--- src/scrb_pkg.sv ---
/*
 * Shared definitions of the serial control register bank: addresses,
 * field layouts, reset values, transfer phases and carrier structs.
 * Assumes it is compiled before every design file that names it.
 */
package scrb_pkg;

   // ***************************************************************
   // Addresses
   // ***************************************************************
   localparam logic [7:0] ADDR_RESET_CMD  = 8'h01;
   localparam logic [7:0] ADDR_POWER      = 8'h02;
   localparam logic [7:0] ADDR_PHASE      = 8'h03;
   localparam logic [7:0] ADDR_WR_LAST    = 8'h08;
   localparam logic [7:0] ADDR_POWER_RB   = 8'hf2;
   localparam logic [7:0] ADDR_PHASE_RB   = 8'hf3;
   localparam logic [7:0] ADDR_RD_FIRST   = 8'hf2;
   localparam logic [7:0] ADDR_RD_LAST    = 8'hf8;

   // ***************************************************************
   // Fields and reset values
   // ***************************************************************
   localparam int          PHASE_CODE_LSB  = 3;
   localparam int          PHASE_CODE_W    = 5;
   localparam logic [15:0] PHASE_STEP_CDEG = 16'h0465;
   localparam logic [7:0]  POWER_RESET     = 8'h00;
   localparam logic [7:0]  PHASE_RESET     = 8'h00;
   localparam logic [2:0]  BIT_LAST        = 3'h7;

   // Power control layout, bit 7 down to bit 0.
   typedef struct packed {
      logic forwardPathEnable;
      logic feedbackPathEnable;
      logic biasRefEnable;
      logic filterAmpEnable;
      logic inputAmpEnable;
      logic errorAmpEnable;
      logic openLoopMode;
      logic errorAmpGainReduce;
   } scrb_power_s;

   // Loop phase layout: code in bits 7 to 3, reserved bits below.
   typedef struct packed {
      logic [PHASE_CODE_W-1:0]  code;
      logic [PHASE_CODE_LSB-1:0] reserved;
   } scrb_phase_s;

   // Serial pins after synchronisation.
   typedef struct packed {
      logic hwResetN;
      logic chipSelN;
      logic serialClk;
      logic serialDataIn;
   } scrb_pins_s;

   localparam logic [3:0] PINS_IDLE = 4'hc;

   typedef enum logic [2:0] {
      XFER_IDLE  = 3'b000,
      XFER_ADDR  = 3'b001,
      XFER_WRITE = 3'b010,
      XFER_READ  = 3'b011,
      XFER_SKIP  = 3'b100
   } scrb_xfer_e;

endpackage

--- src/scrb_sync.sv ---
/*
 * Two-stage synchroniser for a group of pins.
 * Assumes the inputs are asynchronous to sys_clk; only the second
 * stage is visible to the logic outside.
 */
`timescale 1ns/100ps
module scrb_sync #(
   parameter int               WIDTH     = 4,
   parameter logic [WIDTH-1:0] RESET_VAL = '0
) (
   input  wire  logic             sys_clk,
   input  wire  logic             sys_rst,
   input  wire  logic [WIDTH-1:0] asyncIn,
   output logic       [WIDTH-1:0] syncOut
);

   initial begin
      if (WIDTH < 1) begin
         $error("scrb_sync needs WIDTH of at least 1.");
      end
   end

   typedef struct packed {
      logic [WIDTH-1:0] stage2;
      logic [WIDTH-1:0] stage1;
   } scrb_sync_s;

   scrb_sync_s state_q;
   scrb_sync_s state_d;

   always_comb begin
      state_d        = state_q;
      state_d.stage1 = asyncIn;
      state_d.stage2 = state_q.stage1;
   end

   always_ff @(posedge sys_clk) begin
      if (sys_rst) begin
         state_q <= {RESET_VAL, RESET_VAL};
      end else begin
         state_q <= state_d;
      end
   end

   assign syncOut = state_q.stage2;

endmodule

--- src/scrb_serial_regs.sv ---
/*
 * Serial control register bank: slave side of the serial control bus
 * with the reset command, power control and loop phase registers and
 * their read-back mirrors.
 * Assumes sys_clk at 200 MHz, well above four times the serial clock,
 * and pins asynchronous to it. sys_rst is the power-on reset.
 */
// Summary of operation
// One address byte, then optional data bytes.
// Data bit sampled on serial clock rise.
// Addresses 01-08 and F2-F8 are recognised.
// Address 01 alone clears every register.
// After reset all sections powered down.
// Power-on reset equals the reset command.
// Reset pin equals the reset command.
// Eight-bit power control at 02, reset zero.
// Bits 7-2 each enable one section.
// Shared oscillator on if bit 7 or 6.
// Bit 1 selects open-loop operation.
// Bit 0 reduces error amplifier gain.
// Eight-bit phase register at 03, reset zero.
// Bits 7-3 give code times 11.25 degrees.
// Host writes zero to phase bits 2-0.
// F2 and F3 read back both registers.
// Contents kept while supplies stay up.
// MSB first, framed by active-low chip select.
// Mirror data shifted out after address, MSB first.
// Writes to other addresses are ignored.
`timescale 1ns/100ps
module scrb_serial_regs (
   input  wire  logic                    sys_clk,
   input  wire  logic                    sys_rst,
   input  wire  logic                    hwResetN,
   input  wire  logic                    chipSelN,
   input  wire  logic                    serialClk,
   input  wire  logic                    serialDataIn,
   output logic                          serialDataOut,
   output logic                          serialDataOutEn,
   output scrb_pkg::scrb_power_s         powerCtl,
   output logic                          sharedLoEnable,
   output logic [scrb_pkg::PHASE_CODE_W-1:0] phaseCode,
   output logic [15:0]                   phaseCentiDeg
);

   // ***************************************************************
   // Pin synchronisation
   // ***************************************************************
   scrb_pkg::scrb_pins_s pins;

   scrb_sync #(
      .WIDTH     (4),
      .RESET_VAL (scrb_pkg::PINS_IDLE)
   ) u_pin_sync (
      .sys_clk (sys_clk),
      .sys_rst (sys_rst),
      .asyncIn ({hwResetN, chipSelN, serialClk, serialDataIn}),
      .syncOut (pins)
   );

   // ***************************************************************
   // Address decoding
   // ***************************************************************
   function automatic logic isMirror(input logic [7:0] addr);
      isMirror = (addr >= scrb_pkg::ADDR_RD_FIRST) && (addr <= scrb_pkg::ADDR_RD_LAST);
   endfunction

   function automatic logic isKnown(input logic [7:0] addr);
      isKnown = ((addr >= scrb_pkg::ADDR_RESET_CMD) && (addr <= scrb_pkg::ADDR_WR_LAST))
                || isMirror(addr);
   endfunction

   // Mirrors of the other register groups live elsewhere and read as zero here.
   function automatic logic [7:0] readBack(input logic [7:0] addr,
                                           input logic [7:0] power,
                                           input logic [7:0] phase);
      if (addr == scrb_pkg::ADDR_POWER_RB) begin
         readBack = power;
      end else if (addr == scrb_pkg::ADDR_PHASE_RB) begin
         readBack = phase;
      end else begin
         readBack = 8'h00;
      end
   endfunction

   // ***************************************************************
   // State
   // ***************************************************************
   typedef struct packed {
      scrb_pkg::scrb_xfer_e  xfer;
      logic [2:0]            bitCnt;
      logic [7:0]            shiftIn;
      logic [7:0]            addr;
      scrb_pkg::scrb_power_s power;
      scrb_pkg::scrb_phase_s phase;
      logic                  loEnable;
      logic [15:0]           phaseCdeg;
      logic [7:0]            shiftOut;
      logic                  serial_data_out;
      logic                  sdoEn;
      logic                  sckPrev;
   } scrb_state_s;

   localparam scrb_state_s STATE_RESET = '{
      xfer:      scrb_pkg::XFER_IDLE,
      bitCnt:    3'h0,
      shiftIn:   8'h00,
      addr:      8'h00,
      power:     scrb_pkg::POWER_RESET,
      phase:     scrb_pkg::PHASE_RESET,
      loEnable:  1'b0,
      phaseCdeg: 16'h0000,
      shiftOut:  8'h00,
      serial_data_out:       1'b0,
      sdoEn:     1'b0,
      sckPrev:   1'b0
   };

   scrb_state_s state_q;
   scrb_state_s state_d;

   // ***************************************************************
   // Next state
   // ***************************************************************
   always_comb begin
      logic                 sckRise;
      logic                 sckFall;
      logic [7:0]           byteIn;
      scrb_pkg::scrb_xfer_e cur;

      state_d = state_q;
      sckRise = pins.serialClk & ~state_q.sckPrev;
      sckFall = ~pins.serialClk & state_q.sckPrev;
      byteIn  = {state_q.shiftIn[6:0], pins.serialDataIn};
      cur     = (state_q.xfer == scrb_pkg::XFER_IDLE) ? scrb_pkg::XFER_ADDR : state_q.xfer;
      state_d.sckPrev = pins.serialClk;

      if (!pins.hwResetN) begin
         // The pin also aborts any transfer in flight.
         state_d.power  = scrb_pkg::POWER_RESET;
         state_d.phase  = scrb_pkg::PHASE_RESET;
         state_d.xfer   = scrb_pkg::XFER_IDLE;
         state_d.bitCnt = 3'h0;
         state_d.serial_data_out    = 1'b0;
         state_d.sdoEn  = 1'b0;
      end else if (pins.chipSelN) begin
         // Chip select high ends the frame; a partial byte is dropped.
         state_d.xfer   = scrb_pkg::XFER_IDLE;
         state_d.bitCnt = 3'h0;
         state_d.serial_data_out    = 1'b0;
         state_d.sdoEn  = 1'b0;
      end else begin
         state_d.xfer = cur;
         if (sckRise) begin
            state_d.shiftIn = byteIn;
            state_d.bitCnt  = state_q.bitCnt + 3'h1;
            if (state_q.bitCnt == scrb_pkg::BIT_LAST) begin
               case (cur)
                  scrb_pkg::XFER_ADDR: begin
                     state_d.addr = byteIn;
                     if (byteIn == scrb_pkg::ADDR_RESET_CMD) begin
                        state_d.power = scrb_pkg::POWER_RESET;
                        state_d.phase = scrb_pkg::PHASE_RESET;
                        state_d.xfer  = scrb_pkg::XFER_SKIP;
                     end else if ((byteIn == scrb_pkg::ADDR_POWER) ||
                                  (byteIn == scrb_pkg::ADDR_PHASE)) begin
                        state_d.xfer = scrb_pkg::XFER_WRITE;
                     end else if (isMirror(byteIn)) begin
                        state_d.xfer     = scrb_pkg::XFER_READ;
                        state_d.shiftOut = readBack(byteIn, state_q.power,
                                                    state_q.phase);
                        state_d.sdoEn    = 1'b1;
                     end else begin
                        // Known addresses of other groups and unknown ones
                        // alike are swallowed to the end of the frame.
                        state_d.xfer = isKnown(byteIn) ? scrb_pkg::XFER_SKIP
                                                       : scrb_pkg::XFER_SKIP;
                     end
                  end
                  scrb_pkg::XFER_WRITE: begin
                     // Every further data byte overwrites; the last one wins.
                     if (state_q.addr == scrb_pkg::ADDR_POWER) begin
                        state_d.power = byteIn;
                     end else begin
                        state_d.phase = byteIn;
                     end
                  end
                  default: begin
                     // Data to read-only or unknown addresses changes nothing.
                     state_d.xfer = cur;
                  end
               endcase
            end
         end
         // Output bits change on the falling edge so the host can take
         // them on the next rise; zeros follow once the byte is out.
         if (sckFall && (cur == scrb_pkg::XFER_READ)) begin
            state_d.serial_data_out      = state_q.shiftOut[7];
            state_d.shiftOut = {state_q.shiftOut[6:0], 1'b0};
         end
      end

      state_d.loEnable  = state_d.power.forwardPathEnable |
                          state_d.power.feedbackPathEnable;
      state_d.phaseCdeg = 16'(state_d.phase.code) * scrb_pkg::PHASE_STEP_CDEG;
   end

   // ***************************************************************
   // Registers
   // ***************************************************************
   // Registers change only by write or reset, so contents hold while
   // this logic stays powered.
   always_ff @(posedge sys_clk) begin
      if (sys_rst) begin
         state_q <= STATE_RESET;
      end else begin
         state_q <= state_d;
      end
   end

   // ***************************************************************
   // Outputs
   // ***************************************************************
   assign serialDataOut   = state_q.serial_data_out;
   assign serialDataOutEn = state_q.sdoEn;
   assign powerCtl        = state_q.power;
   assign sharedLoEnable  = state_q.loEnable;
   assign phaseCode       = state_q.phase.code;
   assign phaseCentiDeg   = state_q.phaseCdeg;

endmodule

--- config.mk ---
export PLATFORM = sky130hd
export DESIGN_NAME = scrb_serial_regs
export DESIGN_NICKNAME = d
export VERILOG_FILES = /design/src/scrb_pkg.sv /design/src/scrb_sync.sv /design/src/scrb_serial_regs.sv
export SDC_FILE = /design/constraint.sdc
export NUM_CORES = 1
export LEC_CHECK = 0
export BUFFER_PORTS_ARGS = -buffer_cell sky130_fd_sc_hd__buf_4
export CAP_MARGIN = 20
export CORE_ASPECT_RATIO = 0.5
export CORE_MARGIN = 2
export CORE_UTILIZATION = 25
export DETAILED_ROUTE_END_ITERATION = 10
export GPL_TIMING_DRIVEN = 0
export SLEW_MARGIN = 20
export SYNTH_ARGS = -nofsm -noshare
export SYNTH_HDL_FRONTEND = slang
export SYNTH_SLANG_ARGS = --single-unit
--- constraint.sdc ---
create_clock -name sys_clk -period 12.4 [get_ports sys_clk]
set_input_delay 0.62 -clock sys_clk [delete_from_list [all_inputs] [get_ports sys_clk]]
set_output_delay 0.62 -clock sys_clk [all_outputs]
set_load 0.03 [all_outputs]
# After elaboration in Yosys (flattened, before gate mapping)

Cells that the tools add are included.

Flip-flop bits (word level): 74

$add $sub $neg: 1
$mul: 1
Magnitude comparators: 2
Equal/unequal tests: 15
Mux-type cells: 24
Bitwise gates (word level): 9
Reduce and logical (&&, ||, !) cells: 17

Operator list:

| kind                  | count |
|---|---|
| $mux 8                | 11 |
| $mux 16               | 3 |
| $mux 38               | 1 |
| $pmux 16 s2           | 1 |
| $eq 8x2->1 const B    | 3 |
| $mux 24               | 1 |
| $mux 3                | 6 |
| $reduce_and 6->1      | 3 |
| $eq 8x8->1 const B    | 2 |
| $mul 5x11->16 const B | 1 |
| $reduce_bool 2->1     | 5 |
| $mux 9                | 1 |
| $eq 8x1->1 const B    | 1 |
| $ge 8x8->1 const B    | 1 |
| $le 8x8->1 const B    | 1 |
| $reduce_and 8->1      | 1 |
| $eq 3x2->1 const B    | 2 |
| $ne 2x2->1 const B    | 3 |
| $not 1->1             | 6 |
| $reduce_and 5->1      | 1 |
| $ne 2x1->1 const B    | 2 |
| $add 3x1->3 const B   | 1 |
| $eq 3x1->1 const B    | 1 |
| $eq 3x3->1 const B    | 1 |
| 8 further kinds       | 10 |

# Logic depth before layout (Yosys ltp)

Gate-level depths: netlist of the first run.

Depth in word-level cells: 11
Mapped depth: 18

# Cells and area by module

Synthesis of the first run repeated with hierarchy kept, for this count alone.

Cells, all modules: 400
Area, all modules: 3,661.0 µm²

By module, submodules not included:

| module           | instances | cells an instance | area an instance (µm²) |
|---|---|---|---|
| scrb_serial_regs | 1         | 384               | 3,450.8 |
| scrb_sync        | 1         | 16                | 210.2 |

# Worst setup path before layout of the first run

Ideal clock, no wire load.

Path kind: reg2reg
Start: register state_q[60] in the netlist's numbering
End: register state_q (netlist bit phaseCentiDeg[12])
Setup time: 0.121 ns
Arrival time: 3.988 ns
Required time: 12.279 ns
Path slack: 8.291 ns
Stages on the path, launching flop included: 17
Buffers on the path: 0
Clock period less this slack: 4.109 ns
Path through: dfxtp_1 -> ha_1 -> ha_1 -> nand4bb_1 -> or2_2 -> nor2_1 -> a22oi_1 -> nor2_1 -> ha_1 -> ha_1 -> fa_1 -> ha_1 -> a21oi_1 -> a21oi_1 -> or3_1 -> a21oi_1 -> mux2_2

RTL lines:

| element                  | line                    | source |
|---|---|---|
| start: declaration       | scrb_serial_regs.sv:118 | `scrb_state_s state_q;` |
| start signal: assignment | scrb_serial_regs.sv:216 | `state_q <= state_d;` |

==> metrics.txt, run 1 <==
port bufs 37; XOR/XNOR Fraction of Synth Area under 10%; # rows 31; DRT met1 WL 4.05 mm; simple-gate share of the synthesized area between 15 and 20%; Vias 2,943; Setup WS post-layout ~7.5 ns; CTS hold repair buffers 0; placed cell areas ~4200 µm²; Worst slew margin between 50% and 60%; Startpoint Class flop; adder-cell share of the synthesized area about 10%; Final Instance Area about 4500 µm²; initial antenna violation count 0; Crit. End Element flop; final setup fails 0; Inserted Diodes 0; vias per cell between 4 and 5; area grow syn2layout 22.9%; root buffer cell clkbuf_16; asr flop ratio synth 0%; Setup TNS 0 ns; largest family of logic cells by synthesized area simple AND/OR/NAND/NOR gates; # DRC 0; met2 routed WL about 3.9 mm; mux share of post-synthesis cell area 5.77%; Core Area between 10,000 and 15,000 µm²; Highest Signal Layer met4; Max-cap violations 0; Slew Limit Fails 0; num ports 38; YS warnings 0; number of routed nets with antenna violations 0; power density cells about 110 nW/µm²; # nets final ~490; final core utilization a little under a third; Req. time, crit path 12.61 ns; Synth Flop Type dfxtp_1; Avg WL per Cell roughly 13 µm; R2R Path End phaseCentiDeg[12]$_SDFF_PP0_; Post-synth EDFFs 0; Yosys cell types 54; Die H about 90 µm; hold endpoint u_pin_sync.syncOut[2]$_SDFF_PP1_; Num CTS Buffers 9; Avg Cell Area, Syn around 9 µm²; final WL a little over 8 mm; Synth Area in Compound Gates between 15 and 20%; pin count of the biggest net entering global routing 12; GRT overflow 0; clock sinks a little over 70; Peak Freq 205 MHz; H-tree Lvls 3; clock tree buffer depth 2; sequential fraction of the synthesis area approximately two fifths; R2R Setup Slk ~7.5 ns; hold_sp u_pin_sync.state_d[6]$_SDFF_PP1_; hold path cells 1; Resize count post-CTS 0; Synth Cell Area approximately 3700 µm²; final hold violation count 0; Worst R2R Path Depth 16; GRT Total Usage a little under an eighth; final period utilization between 30% and 40%; Worst VDD drop slightly above 0.08 mV; die width 175 µm; Fin Clk Skew 0.00815 ns; Slew @ Worst Pin about 0.64 ns; RR Startpoint state_q[60]$_SDFFE_PP0P_; met3 WL 270 µm; Clock Pin Slew Worst Setup and Hold Paths roughly 0.05 ns; Worst-Skew Late Latency 0.33 ns; vias in the first global route 2,788; fraction of layout cells with a size suffix above 1 21.3%; Static Leakage roughly 0.0019 µW; TritonCTS clock tree built; GP Congestion 0.818; CP Data Arrival Time about 5.1 ns; number of post-CTS setup repair buffers 0; dpl hpwl about 6.2 mm; Hold Path Class reg -> reg; CP Max Fanout 7; RSZ-0062 raised after global routing false; status complete, no violations; die area approximately 16,000 µm²; most common cell after layout, fill and taps aside dfxtp_1; worst slack, placed between 7 and 8 ns; TritonRoute pass-1 iters 5; FF+latch count, synth between 70 and 80; first-pass GRT wire length between 10 and 15 mm; Crit Path Category reg -> reg; Mapped Nets about 440; DRT iter0 DRCs between 100 and 150; Syn Inst Count 409; Initial Util 25.5%; most frequent cells in the layout dfxtp_1 (71), buf_4 (67), nor2_1 (61); Pwr Total approximately 500 µW; crit path time final a little under 5 ns
-- routing by layer --
metal,vias up,GRT usage (%)
met1,1407,14.0
met2,29,19.3
met5,-,0
met3,6,3.32
met4,0,3.86
li1,1501,-
-- worst max path at each step --
| stage | to | cells after the start | slack, ns | start |
|---|---|---|---|---|
| floorplan | phaseCentiDeg[12]$_SDFF_PP0_ | 16 | 8.29 | state_q[60]$_SDFFE_PP0P_ |
| global placement | phaseCentiDeg[12]$_SDFF_PP0_ | 16 | 7.59 | state_q[60]$_SDFFE_PP0P_ |
| detailed placement | phaseCentiDeg[12]$_SDFF_PP0_ | 16 | 7.56 | state_q[60]$_SDFFE_PP0P_ |
| CTS | phaseCentiDeg[12]$_SDFF_PP0_ | 16 | 7.53 | state_q[60]$_SDFFE_PP0P_ |
| global route | phaseCentiDeg[12]$_SDFF_PP0_ | 16 | 7.16 | state_q[60]$_SDFFE_PP0P_ |
| finish | phaseCentiDeg[12]$_SDFF_PP0_ | 16 | 7.53 | state_q[60]$_SDFFE_PP0P_ |
-- cell type report --
type / count / area (µm²)
Sequential cell: 71 / 1420
Multi-Input combinational cell: 274 / 1870
Fill cell: 1490 / 9890
Buffer: 51 / 323
Tap cell: 198 / 248
Clock buffer: 12 / 246
Inverter: 13 / 48.8
Timing Repair Buffer: 37 / 278
Clock inverter: 3 / 67.6
-- synthesized netlist by cell type (2+ instances only) --
| master | number | area share (%) |
|---|---|---|
| buf_2 | 3 | 0.41 |
| clkbuf_1 | 14 | 1.4 |
| nor3b_1 | 3 | 0.61 |
| o21bai_1 | 2 | 0.41 |
| buf_4 | 30 | 6.1 |
| or4b_1 | 2 | 0.55 |
| mux2i_1 | 20 | 5.5 |
| a21oi_1 | 25 | 3.4 |
| or2_2 | 6 | 1.0 |
| buf_6 | 2 | 0.61 |
| nand3_1 | 3 | 0.41 |
| nor3_1 | 2 | 0.27 |
| fa_1 | 2 | 1.1 |
| ha_1 | 27 | 9.2 |
| xor2_1 | 4 | 0.96 |
| a22oi_1 | 14 | 2.9 |
| dfxtp_1 | 71 | 39 |
| o22a_1 | 7 | 1.7 |
| nand2b_1 | 5 | 0.85 |
| nor2_1 | 61 | 6.3 |
| nand4_1 | 3 | 0.51 |
| o31ai_1 | 2 | 0.41 |
| or3b_2 | 2 | 0.48 |
| o21ai_1 | 4 | 0.55 |
| inv_1 | 13 | 1.3 |
| xnor2_1 | 3 | 0.72 |
| nor4_1 | 3 | 0.51 |
| or3_1 | 2 | 0.34 |
| nor2b_1 | 14 | 2.4 |
| o22ai_1 | 7 | 1.2 |
| buf_1 | 2 | 0.20 |
| nand2_1 | 14 | 1.4 |
| o21ai_0 | 15 | 2.0 |
| o2bb2ai_1 | 2 | 0.48 |
-- sequential cells by signal (all words and copies together), names as in the netlist --
name and cells:
state_q 33, phaseCentiDeg 14, powerCtl 8, phaseCode 5, u_pin_sync.state_d 4, u_pin_sync.syncOut 4
serialDataOut 1, serialDataOutEn 1, sharedLoEnable 1
-- per-stage QoR --
step | hold WS [ns] | cells
finish | 0.401 | 659
detailed placement | 0.395 | 644
global route | 0.423 | 659
CTS | 0.405 | 659
global placement | 0.394 | 644
floorplan | 0.389 | 409
-- logic make-up (layout without fill, tap and decap cells) --
family                   Yosys count  count (layout)
AO/OA/AOI/OAI                     88              88
XOR/XNOR                           7               7
adder cells (fa/ha/maj)           29              29
buffers and inverters             64             116
flip-flops                        71              71
multiplexers                      21              21
AND/OR/NAND/NOR                  129             129
-- critical path, cell delays in order, from the launching register on --
cell and delay [ns]:
dfxtp_1 0.35, ha_1 0.18, ha_1 0.15, nand4bb_1 0.28, or2_2 0.40, nor2_1 0.35
a22oi_1 0.17, nor2_1 0.39, ha_1 0.23, ha_1 0.16, fa_1 0.42, ha_1 0.38
a21oi_1 0.22, a21oi_1 0.12, or3_1 0.40, a21oi_1 0.18, mux2_2 0.37
-- report_power, final --
group	internal (µW)	leakage (µW)	switching, µW
Sequential	230	0.000574	0.762
Clock	180	0.000149	91.7
Combinational	4.12	0.00116	7.51
Power figures use the tool's default switching activity.
==> run 2: changes to the inputs <==
==> constraint.sdc (replaced) <==
create_clock -name sys_clk -period 4.51 [get_ports sys_clk]
set_input_delay 0.2255 -clock sys_clk [delete_from_list [all_inputs] [get_ports sys_clk]]
set_output_delay 0.2255 -clock sys_clk [all_outputs]
set_load 0.03 [all_outputs]
==> metrics.txt, run 2 (synthesized netlist as in run 1, its figures left out) <==
status complete, no violations; final hold slack about 0.08 ns; Top reg by flops state_q; # DRC 0; Startpoint Class flop; GP Congestion roughly 0.8; # nets final a little under 500; crit path time final roughly 4.3 ns; H-tree Lvls 3; TritonCTS clock tree built; Initial Util between 20% and 30%; clock tree buffer depth 2; dpl hpwl about 6.2 mm; die width approximately 180 µm; Setup TNS 0 ns; die area 15,700 µm²; CP Data Arrival Time between 4 and 5 ns; root buffer cell clkbuf_16; TritonRoute pass-1 iters 4; placed cell count approximately 640; Clock Pin Slew Worst Setup and Hold Paths approximately 0.05 ns; R2R Setup Slk between 0.2 and 0.25 ns; Num CTS Buffers 9; RSZ-0062 raised after global routing false; met3 Usage GRT under 10%; Most Crowded Layer GR met2; RR Startpoint state_q[48]$_SDFFE_PP0P_; most frequent cells in the layout dfxtp_1 (71), buf_4 (69), nor2_1 (57); final period utilization between 90% and 100%; Max stage delay on crit path roughly 0.60 ns; Crit-path slowest cell or4_1; final WL 8.40 mm; # rows 31; Crit. End Element flop; final hold violation count 0; met2 usage between 10% and 20%; CP Max Fanout 6; Crit Path Category reg -> reg; Slew @ Worst Pin ~0.68 ns; fin cells around 660; Fin Clk Skew between 0.006 and 0.007 ns; power density cells between 300 and 400 nW/µm²; Inserted Diodes 0; initial antenna violation count 0; DRT iter0 DRCs approximately 130; Static Leakage approximately 0.0019 µW; Peak Freq between 200 and 250 MHz; GRT Total Usage between 10 and 15%; pin count of the biggest net entering global routing 12; hold path cells 2; port bufs 37; Cell Chain, Critical Path or4_1 > o21a_1 > o21ai_2 > a22oi_2 > nor2_2 > ha_1 > ha_1 > fa_1 > ha_1 > a21oi_2 > a21oi_1 > or3_1 > a21oi_1 > mux2_2; Worst-Skew Late Latency roughly 0.33 ns; fraction of layout cells with a size suffix above 1 24.4%; Max-cap violations 0; most common cell after layout, fill and taps aside dfxtp_1; GRT overflow 0; Die H 89.6 µm; max reg flops 33; Setup WS post-layout 0.218 ns; R2R Path End phaseCentiDeg[12]$_SDFF_PP0_; number of routed nets with antenna violations 0; Worst VDD drop roughly 0.22 mV; CP Capture Point phaseCentiDeg[12]$_SDFF_PP0_; Worst Setup SP state_q[48]$_SDFFE_PP0P_; met1 Track Usage GR approximately 14%; num ports 38; vias in the first global route between 2k and 3k; first-pass GRT wire length between 10 and 15 mm; Worst R2R Path Depth 14; Avg WL per Cell around 13 µm; Slew Limit Fails 0; area grow syn2layout 25.6%; final setup fails 0; Worst slew margin 54.5%; clock sinks 71; Core Area 14,400 µm²; Pwr Total about 1400 µW; Req. time, crit path around 4.7 ns; worst slack, placed -0.333 ns; most frequent CP cell ha_1; Vias about 3k; vias per cell approximately 4.5; Hold Path Class in -> reg
[run 2: changes by cell type in the layout (fill, tap and decap cells not counted), moves of 2 or more]
cell	previous run	this run
a22oi_1	14	11
a22oi_2	0	3
buf_4	67	69
nor2_1	61	57
nor2_2	0	2
nor2_4	0	2
o21ai_1	4	2
o21ai_2	0	2
[run 2: report_power, final]
part           internal, µW  leakage [µW]  switching (µW)
clock network           496      0.000149             250
logic                  11.5       0.00117            21.1
registers               631      0.000574            2.35
total                  1140       0.00190             273
[run 2: timing repair]
| action | in CTS | in global routing |
|---|---|---|
| gates resized for setup | 7 | 11 |
| hold buffers | 0 | 0 |
| pin swaps | 2 | 0 |
| endpoints found under the setup margin | 4 | 2 |
| setup buffers | 2 | 0 |
[run 2: how the worst min path moves through the flow]
stage                                startpoint                                to  slack [ns]
2_1_floorplan                          chipSelN  u_pin_sync.state_d[6]$_SDFF_PP1_        0.33
3_3_place_gp   u_pin_sync.state_d[6]$_SDFF_PP1_  u_pin_sync.syncOut[2]$_SDFF_PP1_        0.39
3_5_place_dp   u_pin_sync.state_d[6]$_SDFF_PP1_  u_pin_sync.syncOut[2]$_SDFF_PP1_        0.40
4_1_cts                                chipSelN  u_pin_sync.state_d[6]$_SDFF_PP1_        0.06
5_1_grt                                hwResetN  u_pin_sync.state_d[7]$_SDFF_PP1_        0.07
6_report                               hwResetN  u_pin_sync.state_d[7]$_SDFF_PP1_        0.08
[run 2: layout make-up]
class	count	area, µm²
inverter	13	48.8
clock inverter	3	67.6
fill	1482	9790
sequential	71	1420
clock buffer	12	246
timing repair buffer	39	293
tap	198	248
buffer	51	323
multi-input combinational	274	1960
[run 2: routing by layer]
metal  up-vias  wire [µm]
met5         -          0
met4         0         63
met3         6        386
met2        46       3990
met1      1417       3960
li1       1503          -
[run 2: per-stage QoR]
stage / instance area [µm²] / utilization, %
2_1_floorplan: 3660 / -
3_3_place_gp: 4190 / 29.1
3_5_place_dp: 4190 / 29.1
4_1_cts: 4540 / 31.6
5_1_grt: 4600 / 32.0
6_report: 4600 / 32.0
[run 2: critical path, delay by kind of cell (launching register included)]
kind                     cells  cell delay (ns)
multiplexers                 1             0.37
adder cells (fa/ha/maj)      4             1.14
flip-flops                   1             0.30
AND/OR/NAND/NOR              3             1.19
AO/OA/AOI/OAI                6             1.18
==> run 3: changes to the inputs <==
--- a/config.mk
+++ b/config.mk
@@ -9,9 +9,11 @@
 export CAP_MARGIN = 20
 export CORE_ASPECT_RATIO = 0.5
 export CORE_MARGIN = 2
-export CORE_UTILIZATION = 25
+export CORE_UTILIZATION = 59
 export DETAILED_ROUTE_END_ITERATION = 10
 export GPL_TIMING_DRIVEN = 0
+export PLACE_DENSITY = 0.8
+export SETUP_SLACK_MARGIN = 0.5
 export SLEW_MARGIN = 20
 export SYNTH_ARGS = -nofsm -noshare
 export SYNTH_HDL_FRONTEND = slang
==> metrics.txt, run 3 (synthesized netlist as in run 1, its figures left out) <==
Startpoint Class flop; Max-cap violations 0; die area 6890 µm²; Peak Freq roughly 250 MHz; Cell Chain, Critical Path clkbuf_1 > nor2_1 > and4_1 > o21ai_4 > a22oi_2 > nor2_2 > ha_2 > ha_4 > fa_1 > ha_4 > nand4_1 > a21oi_2 > or3_4 > a21oi_2 > mux2_2; Core Area between 6000 and 7000 µm²; Fin Clk Skew a little under 0.005 ns; dpl hpwl ~6.2 mm; Avg WL per Cell 18.0 µm; die width around 120 µm; Slew Limit Fails 0; Worst-Skew Late Latency between 0.3 and 0.4 ns; Num CTS Buffers 9; GP Congestion 0.875; TritonRoute pass-1 iters 6; root buffer cell clkbuf_16; Crit Path Category reg -> reg; # nets final 513; status complete, no violations; Worst R2R Path Depth 15; fin cells 570; cell family with most CP delay simple AND/OR/NAND/NOR gates; GRT Total Usage 28.5%; Worst slew margin between 50% and 60%; Max stage delay on crit path ~0.47 ns; Static Leakage around 0.0020 µW; Crit. End Element flop; WP buf/inv 1; Initial Util about three fifths; vias per cell about 6; # DRC 0; port bufs 37; TritonCTS clock tree built; area grow syn2layout 30.4%; hold endpoint u_pin_sync.state_d[6]$_SDFF_PP1_; GRT overflow 0; final core utilization ~79%; final hold violation count 0; Req. time, crit path 4.73 ns; Clock Pin Slew Worst Setup and Hold Paths 0.06 ns; first-pass GRT wire length 14.8 mm; Die H around 60 µm; Vias ~3.4k; Slew @ Worst Pin 0.712 ns; R2R Path End phaseCentiDeg[12]$_SDFF_PP0_; Worst VDD drop approximately 0.19 mV; Pwr Total ~1400 µW; CTS hold repair buffers 0; DRT iter0 DRCs 288; power density cells between 200 and 300 nW/µm²; placed cell count between 500 and 600; fraction of layout cells with a size suffix above 1 between 30% and 40%; crit path time final 4.05 ns; RSZ-0062 raised after global routing true; CP Data Arrival Time approximately 4.3 ns; final setup fails 0; initial antenna violation count 0; H-tree Lvls 3; Layout fillers 372; # rows 20; footprint of the multi-input gates ~2100 µm²; Inserted Diodes 0; most common cell after layout, fill and taps aside buf_4; R2R Setup Slk approximately 0.46 ns; num ports 38; final period utilization between 80% and 90%; Hold Path Class in -> reg; RR Startpoint state_q[54]$_SDFFE_PP0P_; hold path cells 2; pin count of the biggest net entering global routing 13; clock sinks 71; CP Max Fanout 10; FF/Latch Area ~1400 µm²; max reg flops 33; Crit-path slowest cell fa_1; vias in the first global route 3,142; number of routed nets with antenna violations 0; final WL about 10 mm; Top reg by flops state_q; clock tree buffer depth 2; most frequent cells in the layout buf_4 (88), dfxtp_1 (69), nor2_1 (55); hold_sp chipSelN
-- run 3: cell count changes in the layout (fill, tap and decap cells not counted), moves of 3 or more --
| cell | before | now |
|---|---|---|
| buf_4 | 69 | 88 |
| ha_2 | 0 | 3 |
| ha_1 | 27 | 19 |
| ha_4 | 0 | 5 |
| clkbuf_1 | 16 | 13 |
| a21oi_1 | 24 | 21 |
-- run 3: power breakdown --
group / leakage, µW / internal [µW] / switching (µW)
registers: 0.000575 / 631 / 2.91
logic: 0.00125 / 11.6 / 22.8
clock network: 0.000147 / 496 / 269
-- run 3: area by class of cell --
class / instances / share of cell area (%)
buffer: 51 / 6.78
clock buffer: 10 / 5.00
clock inverter: 5 / 1.73
inverter: 13 / 1.02
multi-input combinational: 274 / 44.3
sequential: 71 / 29.8
tap: 88 / 2.30
timing repair buffer: 58 / 9.11
-- run 3: how the worst max path moves through the flow --
stage	to	startpoint	cells past startpoint
final	phaseCentiDeg[12]$_SDFF_PP0_	state_q[54]$_SDFFE_PP0P_	15
after detailed placement	phaseCentiDeg[12]$_SDFF_PP0_	state_q[60]$_SDFFE_PP0P_	15
after CTS	phaseCentiDeg[12]$_SDFF_PP0_	state_q[61]$_SDFFE_PP0P_	16
after global routing	phaseCentiDeg[13]$_SDFF_PP0_	state_q[54]$_SDFFE_PP0P_	15
after global placement	phaseCentiDeg[12]$_SDFF_PP0_	state_q[60]$_SDFFE_PP0P_	15
after floorplan	phaseCentiDeg[12]$_SDFF_PP0_	state_q[60]$_SDFFE_PP0P_	15
-- run 3: timing repair --
item,4_1_cts,5_1_grt
gates resized for setup,30,18
setup buffers,11,10
endpoints found under the setup margin,8,5
pin swaps,12,24
-- run 3: per-layer routing --
layer	GRT usage, %	vias to the layer above	routed length, µm
met3	8.52	56	870
met2	51.0	177	5010
met4	10.3	0	390
li1	-	1539	-
met5	0	-	0
met1	33.0	1610	4010
-- run 3: metrics by stage --
step	hold WS (ns)	area, µm²	setup TNS [ns]	worst slack [ns]
finish	0.0864	4780	0	0.456
CTS	0.0830	4630	0	0.504
floorplan	0.329	3680	0	0.508
global placement	0.397	4070	-0.0647	-0.0647
detailed placement	0.399	4070	-0.221	-0.194
global route	0.0853	4780	0	0.426
